===== src/pkg/nmbr_defines.vh =====
`ifndef NMBR_DEFINES_VH
`define NMBR_DEFINES_VH
// ----------------------------------------
// Opcodes
// ----------------------------------------
`define NMBR_OP_DUAL_OUT 8'h3B
`define NMBR_OP_DUAL_OUT4 8'h3C
`define NMBR_OP_QUAD_OUT 8'h6B
`define NMBR_OP_QUAD_OUT4 8'h6C
`define NMBR_OP_DUAL_IO 8'hBB
`define NMBR_OP_DUAL_IO4 8'hBC
`define NMBR_OP_QUAD_IO 8'hEB
// ----------------------------------------
// Framing, in bits
// ----------------------------------------
`define NMBR_COL_BITS 7'h10
`define NMBR_DUMMY_BUF 7'h08
`define NMBR_DUMMY_CONT 7'h20
`define NMBR_DUMMY4_BUF 7'h18
`define NMBR_DUMMY4_CONT 7'h28
// ----------------------------------------
// Buffer geometry
// ----------------------------------------
`define NMBR_BUF_LAST 16'h083F
`define NMBR_PAGE_W 16
`define NMBR_FIFO_DEPTH 16
`define NMBR_FIFO_AW 4
`endif


===== src/nmbr_fifo.v =====
`timescale 1ns/100ps
`include "nmbr_defines.vh"
module nmbr_fifo #(
  parameter WIDTH = 8,
  parameter DEPTH = `NMBR_FIFO_DEPTH,
  parameter AW = `NMBR_FIFO_AW
) (
  input wire clock,
  input wire rst,
  input wire flush,
  input wire inValid,
  output wire inReady,
  input wire [WIDTH-1:0] inData,
  output wire outValid,
  input wire outReady,
  output wire [WIDTH-1:0] outData
);
  reg [WIDTH-1:0] mem [0:DEPTH-1];
  reg [AW:0] wrPtr_r;
  reg [AW:0] rdPtr_r;
  wire [AW:0] fill = wrPtr_r - rdPtr_r;
  wire push = inValid && inReady;
  wire pop = outValid && outReady;
  assign inReady = (fill != DEPTH[AW:0]);
  assign outValid = (fill != {(AW+1){1'b0}});
  assign outData = mem[rdPtr_r[AW-1:0]];
  always @(posedge clock) begin
    if (push) begin
      mem[wrPtr_r[AW-1:0]] <= inData;
    end
  end
  always @(posedge clock) begin
    if (rst || flush) begin
      wrPtr_r <= {(AW+1){1'b0}};
      rdPtr_r <= {(AW+1){1'b0}};
    end else begin
      if (push) begin
        wrPtr_r <= wrPtr_r + 1'b1;
      end
      if (pop) begin
        rdPtr_r <= rdPtr_r + 1'b1;
      end
    end
  end
endmodule


===== src/nmbr_read_ctrl.v =====
`timescale 1ns/100ps
`include "nmbr_defines.vh"
module nmbr_read_ctrl (
  input wire clock,
  input wire rst,
  input wire chipSelectN,
  input wire serialClock,
  input wire [3:0] dataLineIn,
  output reg [3:0] dataLineOut,
  output reg [3:0] dataLineOe,
  input wire bufferMode,
  input wire writeProtectMode,
  input wire [`NMBR_PAGE_W-1:0] pageIndex,
  output wire fetchValid,
  input wire fetchReady,
  output wire [`NMBR_PAGE_W-1:0] fetchPage,
  output wire [15:0] fetchColumn,
  input wire dataValid,
  output wire dataReady,
  input wire [7:0] dataByte,
  output wire busy
);
  // ----------------------------------------
  // States and helpers
  // ----------------------------------------
  localparam ST_IDLE = 3'h0;
  localparam ST_OPCODE = 3'h1;
  localparam ST_COLUMN = 3'h2;
  localparam ST_DUMMY = 3'h3;
  localparam ST_DATA = 3'h4;
  localparam ST_IGNORE = 3'h5;
  localparam ST_FLOAT = 3'h6;

  // Lanes used by opcode: [1:0] input width code, [3:2] output width code
  function [3:0] opDecode;
    input [7:0] op;
    input wpm;
    begin
      case (op)
        `NMBR_OP_DUAL_OUT: opDecode = 4'h5;
        `NMBR_OP_DUAL_OUT4: opDecode = 4'h5;
        `NMBR_OP_QUAD_OUT: opDecode = wpm ? 4'h0 : 4'h9;
        `NMBR_OP_QUAD_OUT4: opDecode = wpm ? 4'h0 : 4'h9;
        `NMBR_OP_DUAL_IO: opDecode = 4'h6;
        `NMBR_OP_DUAL_IO4: opDecode = 4'h6;
        `NMBR_OP_QUAD_IO: opDecode = wpm ? 4'h0 : 4'hB;
        default: opDecode = 4'h0;
      endcase
    end
  endfunction

  function [6:0] widthBits;
    input [1:0] code;
    begin
      case (code)
        2'h1: widthBits = 7'h01;
        2'h2: widthBits = 7'h02;
        default: widthBits = 7'h04;
      endcase
    end
  endfunction

  // ----------------------------------------
  // Pin synchronisers
  // ----------------------------------------
  reg [2:0] csSync_r;
  reg [2:0] sckSync_r;
  reg [2:0] dinSync0_r;
  reg [2:0] dinSync1_r;
  reg [2:0] dinSync2_r;
  reg [2:0] dinSync3_r;
  reg csLevel_r;
  reg sckLevel_r;
  always @(posedge clock) begin
    if (rst) begin
      csSync_r <= 3'h7;
      sckSync_r <= 3'h0;
      dinSync0_r <= 3'h0;
      dinSync1_r <= 3'h0;
      dinSync2_r <= 3'h0;
      dinSync3_r <= 3'h0;
      csLevel_r <= 1'b1;
      sckLevel_r <= 1'b0;
    end else begin
      csSync_r <= {csSync_r[1:0], chipSelectN};
      sckSync_r <= {sckSync_r[1:0], serialClock};
      dinSync0_r <= {dinSync0_r[1:0], dataLineIn[0]};
      dinSync1_r <= {dinSync1_r[1:0], dataLineIn[1]};
      dinSync2_r <= {dinSync2_r[1:0], dataLineIn[2]};
      dinSync3_r <= {dinSync3_r[1:0], dataLineIn[3]};
      if (csSync_r[1] == csSync_r[2]) begin
        csLevel_r <= csSync_r[2];
      end
      if (sckSync_r[1] == sckSync_r[2]) begin
        sckLevel_r <= sckSync_r[2];
      end
    end
  end
  wire [3:0] dinNow = {dinSync3_r[2], dinSync2_r[2], dinSync1_r[2], dinSync0_r[2]};
  wire sckAgree = (sckSync_r[1] == sckSync_r[2]);
  wire sckRise = sckAgree && sckSync_r[2] && !sckLevel_r;
  wire sckFall = sckAgree && !sckSync_r[2] && sckLevel_r;
  wire csActive = !csLevel_r;

  // ----------------------------------------
  // Command state
  // ----------------------------------------
  reg [2:0] state_r;
  reg [2:0] state_nxt;
  reg [6:0] bitCnt_r;
  reg [7:0] opcode_r;
  reg [15:0] column_r;
  reg [1:0] inWidth_r;
  reg [1:0] outWidth_r;
  reg longAddr_r;
  reg [6:0] dummyBits_r;
  reg fetchPending_r;
  reg [`NMBR_PAGE_W-1:0] page_r;
  reg [15:0] addr_r;
  reg [7:0] shift_r;
  reg [3:0] slotCnt_r;
  reg haveByte_r;
  reg firstOut_r;

  wire [3:0] decNow = opDecode({opcode_r[6:0], dinNow[0]}, writeProtectMode);
  wire [6:0] inStep = widthBits(inWidth_r);
  wire [6:0] outStep = widthBits(outWidth_r);
  wire [7:0] slotsPerByte = (outWidth_r == 2'h2) ? 8'h02 : 8'h04;

  // Frame end always wins: drive stops and fetch request is dropped
  wire frameEnd = !csActive;

  always @* begin
    state_nxt = state_r;
    case (state_r)
      ST_IDLE: begin
        if (csActive) begin
          state_nxt = ST_OPCODE;
        end
      end
      ST_OPCODE: begin
        if (sckRise && bitCnt_r == 7'h07) begin
          state_nxt = (decNow == 4'h0) ? ST_IGNORE : ST_COLUMN;
        end
      end
      ST_COLUMN: begin
        if (sckRise && bitCnt_r + inStep >= `NMBR_COL_BITS) begin
          state_nxt = ST_DUMMY;
        end
      end
      ST_DUMMY: begin
        if (sckRise && bitCnt_r + inStep >= dummyBits_r) begin
          state_nxt = ST_DATA;
        end
      end
      ST_DATA: begin
        if (bufferMode && haveByte_r == 1'b0 && addr_r > `NMBR_BUF_LAST && sckFall) begin
          state_nxt = ST_FLOAT;
        end
      end
      ST_IGNORE: state_nxt = ST_IGNORE;
      ST_FLOAT: state_nxt = ST_FLOAT;
      default: state_nxt = ST_IDLE;
    endcase
    if (frameEnd) begin
      state_nxt = ST_IDLE;
    end
  end

  // ----------------------------------------
  // Byte fetch path through the FIFO
  // ----------------------------------------
  wire fifoInReady;
  wire fifoOutValid;
  wire [7:0] fifoOutData;
  wire takeByte = fifoOutValid && !haveByte_r && state_r == ST_DATA;
  assign fetchValid = fetchPending_r && fifoInReady;
  assign fetchPage = page_r;
  assign fetchColumn = addr_r;
  assign dataReady = fifoInReady;
  assign busy = csActive;

  nmbr_fifo #(
    .WIDTH(8),
    .DEPTH(`NMBR_FIFO_DEPTH),
    .AW(`NMBR_FIFO_AW)
  ) u_fifo (
    .clock(clock),
    .rst(rst),
    .flush(frameEnd),
    .inValid(dataValid),
    .inReady(fifoInReady),
    .inData(dataByte),
    .outValid(fifoOutValid),
    .outReady(takeByte),
    .outData(fifoOutData)
  );

  always @(posedge clock) begin
    if (rst) begin
      state_r <= ST_IDLE;
      bitCnt_r <= 7'h00;
      opcode_r <= 8'h00;
      column_r <= 16'h0000;
      inWidth_r <= 2'h1;
      outWidth_r <= 2'h1;
      longAddr_r <= 1'b0;
      dummyBits_r <= `NMBR_DUMMY_BUF;
      fetchPending_r <= 1'b0;
      page_r <= {`NMBR_PAGE_W{1'b0}};
      addr_r <= 16'h0000;
      shift_r <= 8'h00;
      slotCnt_r <= 4'h0;
      haveByte_r <= 1'b0;
      firstOut_r <= 1'b0;
      dataLineOut <= 4'h0;
      dataLineOe <= 4'h0;
    end else begin
      state_r <= state_nxt;
      if (state_r != state_nxt) begin
        bitCnt_r <= 7'h00;
      end
      case (state_r)
        ST_IDLE: begin
          inWidth_r <= 2'h1;
          haveByte_r <= 1'b0;
          fetchPending_r <= 1'b0;
        end
        ST_OPCODE: begin
          if (sckRise) begin
            opcode_r <= {opcode_r[6:0], dinNow[0]};
            if (state_nxt == ST_OPCODE) begin
              bitCnt_r <= bitCnt_r + 7'h01;
            end
            if (bitCnt_r == 7'h07) begin
              inWidth_r <= decNow[1:0];
              outWidth_r <= decNow[3:2];
              longAddr_r <= opcode_r[1];
            end
          end
        end
        ST_COLUMN: begin
          if (sckRise) begin
            if (state_nxt == ST_COLUMN) begin
              bitCnt_r <= bitCnt_r + inStep;
            end
            case (inWidth_r)
              2'h2: column_r <= {column_r[13:0], dinNow[1:0]};
              2'h1: column_r <= {column_r[14:0], dinNow[0]};
              default: column_r <= {column_r[11:0], dinNow};
            endcase
            if (longAddr_r) begin
              dummyBits_r <= bufferMode ? `NMBR_DUMMY4_BUF : `NMBR_DUMMY4_CONT;
            end else begin
              dummyBits_r <= bufferMode ? `NMBR_DUMMY_BUF : `NMBR_DUMMY_CONT;
            end
          end
        end
        ST_DUMMY: begin
          if (sckRise && state_nxt == ST_DUMMY) begin
            bitCnt_r <= bitCnt_r + inStep;
          end
          if (state_nxt == ST_DATA) begin
            addr_r <= bufferMode ? column_r : 16'h0000;
            page_r <= pageIndex;
            fetchPending_r <= 1'b1;
            slotCnt_r <= 4'h0;
            firstOut_r <= 1'b1;
          end
        end
        ST_DATA: begin
          if (fetchValid && fetchReady) begin
            fetchPending_r <= 1'b0;
          end
          if (takeByte) begin
            shift_r <= fifoOutData;
            haveByte_r <= 1'b1;
            if (addr_r == `NMBR_BUF_LAST && !bufferMode) begin
              addr_r <= 16'h0000;
              page_r <= page_r + 1'b1;
            end else begin
              addr_r <= addr_r + 16'h0001;
            end
            if (!(bufferMode && addr_r == `NMBR_BUF_LAST)) begin
              fetchPending_r <= 1'b1;
            end
          end
          if (haveByte_r && (sckFall || firstOut_r)) begin
            firstOut_r <= 1'b0;
            dataLineOe <= (outWidth_r == 2'h2) ? 4'hF : 4'h3;
            case (outWidth_r)
              2'h2: begin
                dataLineOut <= shift_r[7:4];
                shift_r <= {shift_r[3:0], 4'h0};
              end
              default: begin
                dataLineOut <= {2'h0, shift_r[7:6]};
                shift_r <= {shift_r[5:0], 2'h0};
              end
            endcase
            if ({4'h0, slotCnt_r} + 8'h01 == slotsPerByte) begin
              slotCnt_r <= 4'h0;
              haveByte_r <= 1'b0;
            end else begin
              slotCnt_r <= slotCnt_r + 4'h1;
            end
          end
        end
        default: begin
          dataLineOe <= 4'h0;
        end
      endcase
      if (frameEnd) begin
        dataLineOe <= 4'h0;
        fetchPending_r <= 1'b0;
      end
    end
  end
endmodule


===== config.mk =====
export PLATFORM = sky130hd
export DESIGN_NAME = nmbr_read_ctrl
export DESIGN_NICKNAME = d
export VERILOG_FILES = /design/src/nmbr_fifo.v /design/src/nmbr_read_ctrl.v
export VERILOG_INCLUDE_DIRS = /design/src /design/src/pkg
export SDC_FILE = /design/constraint.sdc
export NUM_CORES = 1
export LEC_CHECK = 0
export BUFFER_PORTS_ARGS = -buffer_cell sky130_fd_sc_hd__buf_2
export CORE_UTILIZATION = 60
export CTS_CLUSTER_DIAMETER = 50
export DETAILED_ROUTE_END_ITERATION = 12
export PLACE_DENSITY = 0.79
export SLEW_MARGIN = 0
export SYNTH_ARGS = -nofsm -noshare
export SYNTH_HDL_FRONTEND = slang
export SYNTH_SLANG_ARGS = --single-unit

===== constraint.sdc =====
create_clock -name clock -period 4.4 [get_ports clock]
set_clock_uncertainty 0.15 [all_clocks]
set_input_delay 1.32 -clock clock [delete_from_list [all_inputs] [get_ports clock]]
set_output_delay 1.32 -clock clock [all_outputs]
set_load 0.01 [all_outputs]

* Word level (Yosys, flattened, before mapping)
Memories as Yosys holds them, arrays and structs flattened. A register that Yosys moved wholly into a read port is not among the register bits.
Cells that the tools add are included.
** Operators by class
- Add/sub/neg operators :: 9
- Magnitude comparators :: 3
- Equal/unequal tests :: 33
- Mux-type cells :: 61
- Bitwise logic cells :: 2
- Reductions and logical operators :: 51
** Operator list (count)
- $mux 16 :: 7
- $pmux 16 s2 :: 3
- $mux 7 :: 6
- $mux 4 :: 10
- $add 16x1->16 const B :: 2
- $eq 8x8->1 const B :: 3
- $mux 8 :: 3
- $mux 3 :: 7
- $pmux 3 s7 :: 1
- $pmux 7 s3 :: 1
- $logic_and 1x1->1 :: 20
- $mux 6 :: 3
- $eq 16x12->1 const B :: 1
- $eq 8x6->1 const B :: 2
- $eq 8x7->1 const B :: 2
- $gt 16x12->1 const B :: 1
- $pmux 4 s2 :: 2
- $pmux 4 s4 :: 1
- $eq 3x2->1 const B :: 4
- $eq 3x3->1 const B :: 4
- $reduce_and 2->1 :: 6
- $reduce_and 3->1 :: 4
- $add 5x1->5 const B :: 2
- $mux 1 :: 10
- other kinds (33) :: 54
** Storage, ports and cells
- Flip-flop bits (word level) :: 130
- Memory bits (writable) :: 128
- Logic and storage cells :: 187
- Memories :: 1
** Memory list
- u_fifo.mem :: words 16, width 8, rd ports 1, clocked after memory_dff 1, write ports 1, RTL line nmbr_fifo.v:18 : reg [WIDTH-1:0] mem [0:DEPTH-1];

* Longest topological paths before layout
- Depth after elaboration :: 13
- Mapped depth :: 17
- Depth with buffers taken out :: 16

* Hierarchy
Synthesis repeated with hierarchy kept, for this count alone.
** Unflattened totals
- Cells, all modules :: 1094
- Area, all modules :: 11850.1 um2
** By module, submodules not included
- nmbr_read_ctrl :: instances 1, cells each 802, area an instance 6129.6 um2, sequential area each 2282.2 um2
- nmbr_fifo :: instances 1, cells each 292, area an instance 5720.5 um2, sequential area each 4124.0 um2

* Worst setup path after synthesis
Ideal clock, no wire load.
- Path type :: register to register
- Start point :: reg inWidth_r[1]
- End point :: reg bitCnt_r[1]
- Arrival :: 3684 ps
- Required time :: 4122 ps
- Slack :: 438 ps
- Stages on the path, launching flop included :: 18
- Clock period less this slack :: 3962 ps
- Cell sequence :: dfxtp_1 -> inv_1 -> ha_1 -> ha_1 -> fa_1 -> a21o_1 -> nand2_1 -> xnor2_1 -> ha_1 -> a2111oi_0 -> a211oi_1 -> or2_2 -> a211o_1 -> o221a_1 -> and3_1 -> clkbuf_1 -> a222oi_1 -> nor2_1
** On the way
- Cells in the longest elaborated chain, start to end :: 13
- Elaborated cells on any way between the ends :: 24
** RTL lines
- from (decl) :: RTL line nmbr_read_ctrl.v:113 : reg [1:0] inWidth_r;
- from (signal assigned) :: RTL line nmbr_read_ctrl.v:236 : inWidth_r <= decNow[1:0];
- $eq 2x2->1 / $eq 2x1->1 (equally long branches) :: RTL line nmbr_read_ctrl.v:55 : case (code)
- $pmux 3 s2 (*) :: RTL line nmbr_read_ctrl.v:55
- $add 7x7->7 (*)
- $ge 7x7->1 / $ge 7x5->1 (equally long branches)
- $logic_and 1x1->1, on equally long branches
- $mux 3, on equally long branches :: RTL line nmbr_read_ctrl.v:152, nmbr_read_ctrl.v:147
- $pmux 3 s7 :: RTL line nmbr_read_ctrl.v:135 : case (state_r)
- $mux 3 :: RTL line nmbr_read_ctrl.v:165 : if (frameEnd) begin
- $ne 3x3->1 :: RTL line nmbr_read_ctrl.v:220 : if (state_r != state_nxt) begin
- $mux 7 :: RTL line nmbr_read_ctrl.v:220
- $mux 7, on equally long branches :: RTL line nmbr_read_ctrl.v:244, nmbr_read_ctrl.v:232
- $mux 7, on equally long branches :: RTL line nmbr_read_ctrl.v:243, nmbr_read_ctrl.v:230
- $pmux 7 s3 (*) :: RTL line nmbr_read_ctrl.v:223 : case (state_r)
- to (signal assigned) :: RTL line nmbr_read_ctrl.v:233 : bitCnt_r <= bitCnt_r + 7'h01;
- to (signal assigned) :: RTL line nmbr_read_ctrl.v:245 : bitCnt_r <= bitCnt_r + inStep;
- to (signal assigned) :: RTL line nmbr_read_ctrl.v:261 : bitCnt_r <= bitCnt_r + inStep;
- to (decl) :: RTL line nmbr_read_ctrl.v:110 : reg [6:0] bitCnt_r;
Mark *: on every way between the ends. The rest lies on a longest branch, timed or not.
A chain may end at the register's enable or synchronous reset.

* Worst setup path in the final report
- Start point :: reg u_fifo.rdPtr_r[1]
- End point :: out fetchValid
** On the way
- Cells in the longest elaborated chain, start to end :: 3
** RTL lines
- from (decl) :: RTL line nmbr_fifo.v:20 : reg [AW:0] rdPtr_r;
- from (signal assigned) :: RTL line nmbr_fifo.v:35 : rdPtr_r <= {(AW+1){1'b0}};
- from (signal assigned) :: RTL line nmbr_fifo.v:41 : rdPtr_r <= rdPtr_r + 1'b1;
- $sub 5x5->5 :: RTL line nmbr_fifo.v:21 : wire [AW:0] fill = wrPtr_r - rdPtr_r;
- $ne 5x5->1 :: RTL line nmbr_fifo.v:24 : assign inReady = (fill != DEPTH[AW:0]);
- $logic_and 1x1->1 :: RTL line nmbr_read_ctrl.v:177 : assign fetchValid = fetchPending_r && fifoInReady;
- to (decl) :: RTL line nmbr_read_ctrl.v:14 : output wire fetchValid,
Every way passes these cells.

==> flow_summary.toml <==
[outcome]
outcome = "finished, final reports clean"

[global_route]
grt_pass1_vias = 8090
grt_max_degree = 83
globalRouteTotalUtil_pct = 26.9
global_route_wire_length_before_repair_mm = 42.0
grt_antenna_before_repair = 0
global_route.overflow_total = 0

[critical_path]
r2r_start = "inWidth_r[1]"
cp.depth = 9
worst-endpoint-arrival_ns = 2.80
critPathKind = "register to output port"
critPathMaxStageDelay_ns = 0.36
cpLargestDelayFamily = "simple AND/OR/NAND/NOR gates"
cell_mode_on_critical_path = "o21a_1"
critical_path_rt_ns = 2.93
reg2reg_depth = 16
critical_path.endpoint_type = "output port"
timing.critical_path.cells = "inv_1 > ha_1 > nor2b_1 > o21a_1 > o21a_1 > or3_4 > a21bo_2 > and2_1 > buf_2"
cp.buffers_inverters = 2
cell_type_of_the_slowest_stage_on_the_worst_timing_path = "dfxtp_1"
startpoint_of_the_most_critical_setup_path = "u_fifo.rdPtr_r[1]"
worstSetupStartpointType = "register"
cp_max_fo = 4

[cts]
clock_buffers_created_by_tritoncts = 27
cts_tree = "yes"
cts_root_buffer = "clkbuf_16"
postCtsSetupBuffers = 0
cts_resized = 0
ctsHoldBuffers = 0
max-clock-path-buffers = 3
clk_latency_ns = 0.54
htreeDepth = 1
clkTransAtPathRegs_ns = 0.06
cts_sinks = 256

[sta]
hold_slack_ns = 0.266
final-max-slew-violation-count = 0
setup_total_negative_slack_ns = 0
period_minus_slack_ns = 4.27
worst_slack_ns = 0.134
fmaxAchievable_mhz = 234
rsz0062_at_grt = "no"
max_slew_margin_pct = 42.1
finalHoldViolCount = 0
finalCritPeriodShare_pct = 96.9
final_setup_viols = 0
worst_margin_pin_slew_ns = 0.866

[final_layout]
area.growth.synth_to_final_pct = 13.4
postLayoutCellArea_um2 = 13200
finish.net_count = 1189
final.fill_count = 1358
commonest_non_fill_non_tap_cell_in_the_layout = "nor2_1"
antenna_cells_inserted = 0
post_route_cells_drive_above_1_share_pct = 17.9
final_cell_mix = "nor2_1, edfxtp_1, dfxtp_1"

[detailed_routing]
route.detailed.vias_per_inst = 6.04
route.antenna.remaining_nets = 0
dr.pass1.iters = 5
drt_iter0_drc = 753
drc = 0
routed_wirelength_mm = 25.8
wl_per_cell_um = 18.3
vias = 8510

[place]
placement.cell_area_um2 = 12300
gp_congestion = 0.911
final_hpwl_from_detailed_placement_mm = 17.4
numPortBuffers = 78
dpl_ws_ns = 0.241

[logic_synthesis]
number_of_flops_mapped_to_enable_cells_by_yosys = 128
syn_area_per_cell_um2 = 10.9
synth-seq-cells = 256
yosys.area_share.adder_pct = 2.65
yosys_warnings = 0
synth.lib_cells_used.distinct = 66
synth-xor-area-share_pct = 1.51
synthArstFlopShare_pct = 0
flip_flop_cell_with_the_highest_count_after_synthesis = "edfxtp_1"
gate_count_after_technology_mapping = 1061
combinational_family_with_the_most_area_after_synthesis = "simple AND/OR/NAND/NOR gates"
mappedNetlistNets = 1121
synth_simple_gate_area_share_pct = 15.0
netlist_area_um2 = 11600
synth_compound_area_share_pct = 13.8
yosys-mux-area-fraction_pct = 8.80
seq_area_frac_synth_pct = 55.2

[pwr]
report.power.total_mw = 4.82
ir_worst_vdd_mv = 0.504
p_leak_nw = 4.66
power.density_nw_per_um2 = 366

[die]
core_um2 = 18800
ioPinCount = 79
die-width_um = 141
start_util_pct = 61.6
floorplan.die_area_um2 = 19900
die_y_um = 141
core.rowCount = 50

[hold_path]
hold_path_startpoint = "csSync_r[0]"
hold_depth = 1
path_class_of_the_lowest_slack_min_delay_path = "register to register"

[job]
cap_viol_max_count = 0
## state kept, by name (all words and copies together) (netlist names), 3 cells and up, named ones only
register        cells
bitCnt_r            7
column_r           16
csSync_r            3
dataLineOut         4
dinSync0_r          3
dinSync1_r          3
dinSync2_r          3
dinSync3_r          3
dummyBits_r         3
fetchColumn        16
fetchPage          16
opcode_r            7
sckSync_r           3
shift_r             8
slotCnt_r           4
state_r             3
u_fifo.mem        128
u_fifo.rdPtr_r      5
u_fifo.wrPtr_r      5
## worst register-to-register path, cell delays in order (launching register included)
cell and delay, ns:
dfxtp_1 0.38, inv_1 0.06, ha_1 0.19, ha_1 0.21, fa_1 0.42, a21o_1 0.22
nand2_1 0.12, xnor2_1 0.08, ha_1 0.21, a2111oi_1 0.26, a211oi_1 0.12, or3_1 0.38
a31o_2 0.24, or3b_1 0.48, nand2b_1 0.22, a31o_2 0.25, o41ai_1 0.05
## synth_stat cells (23+ instances only)
library cell  instances  area share (%)
a22oi_1              42             2.7
clkbuf_1             54             1.7
inv_1                24            0.78
a21oi_1              74             3.2
dfxtp_1             128              22
ha_1                 23             2.5
nor2_1              171             5.5
edfxtp_1            128              33
o21ai_0              44             1.9
nand2_1              69             2.2
mux4_2               40             7.8
## report_power, final
part / internal, mW / switching, mW
logic: 0.0319 / 0.0553
registers: 2.51 / 0.00378
clock network: 1.30 / 0.919
## cells by family after synthesis
family | after synthesis
compound gates | 244
buf+inv | 90
flops | 256
fa+ha+maj | 24
mux | 52
xor+xnor | 20
simple gates | 375
## worst paths after layout
kind | endpoint | slack (ns)
setup / recovery | fetchValid | 0.13
hold reg to reg | csSync_r[1] | 0.27
setup reg to reg | bitCnt_r[5] | 0.26
hold / removal | csSync_r[1] | 0.27
## routing by layer
metal	wire, µm	GRT usage [%]	vias up	part of all wire, %
li1	-	-	4063	-
met1	10500	33.3	4121	41
met2	13100	46.8	259	51
met3	1220	4.14	67	4.7
met4	984	11.4	0	3.8
met5	0	0	-	0
## cell type report
type	instances	area (µm²)	area share, %
multi-input combinational	715	4860	36.9
timing repair buffer	105	599	4.55
clock inverter	12	139	1.06
sequential	256	6410	48.7
tap	260	325	2.47
clock buffer	38	737	5.60
inverter	24	90.1	0.684
## stage by stage
stage	instances	util, %
2_1_floorplan	1061	-
3_3_place_gp	1360	65.1
3_5_place_dp	1360	65.1
4_1_cts	1410	69.8
5_1_grt	1410	69.9
6_report	1410	69.9
(Power assumes the default switching activity.)
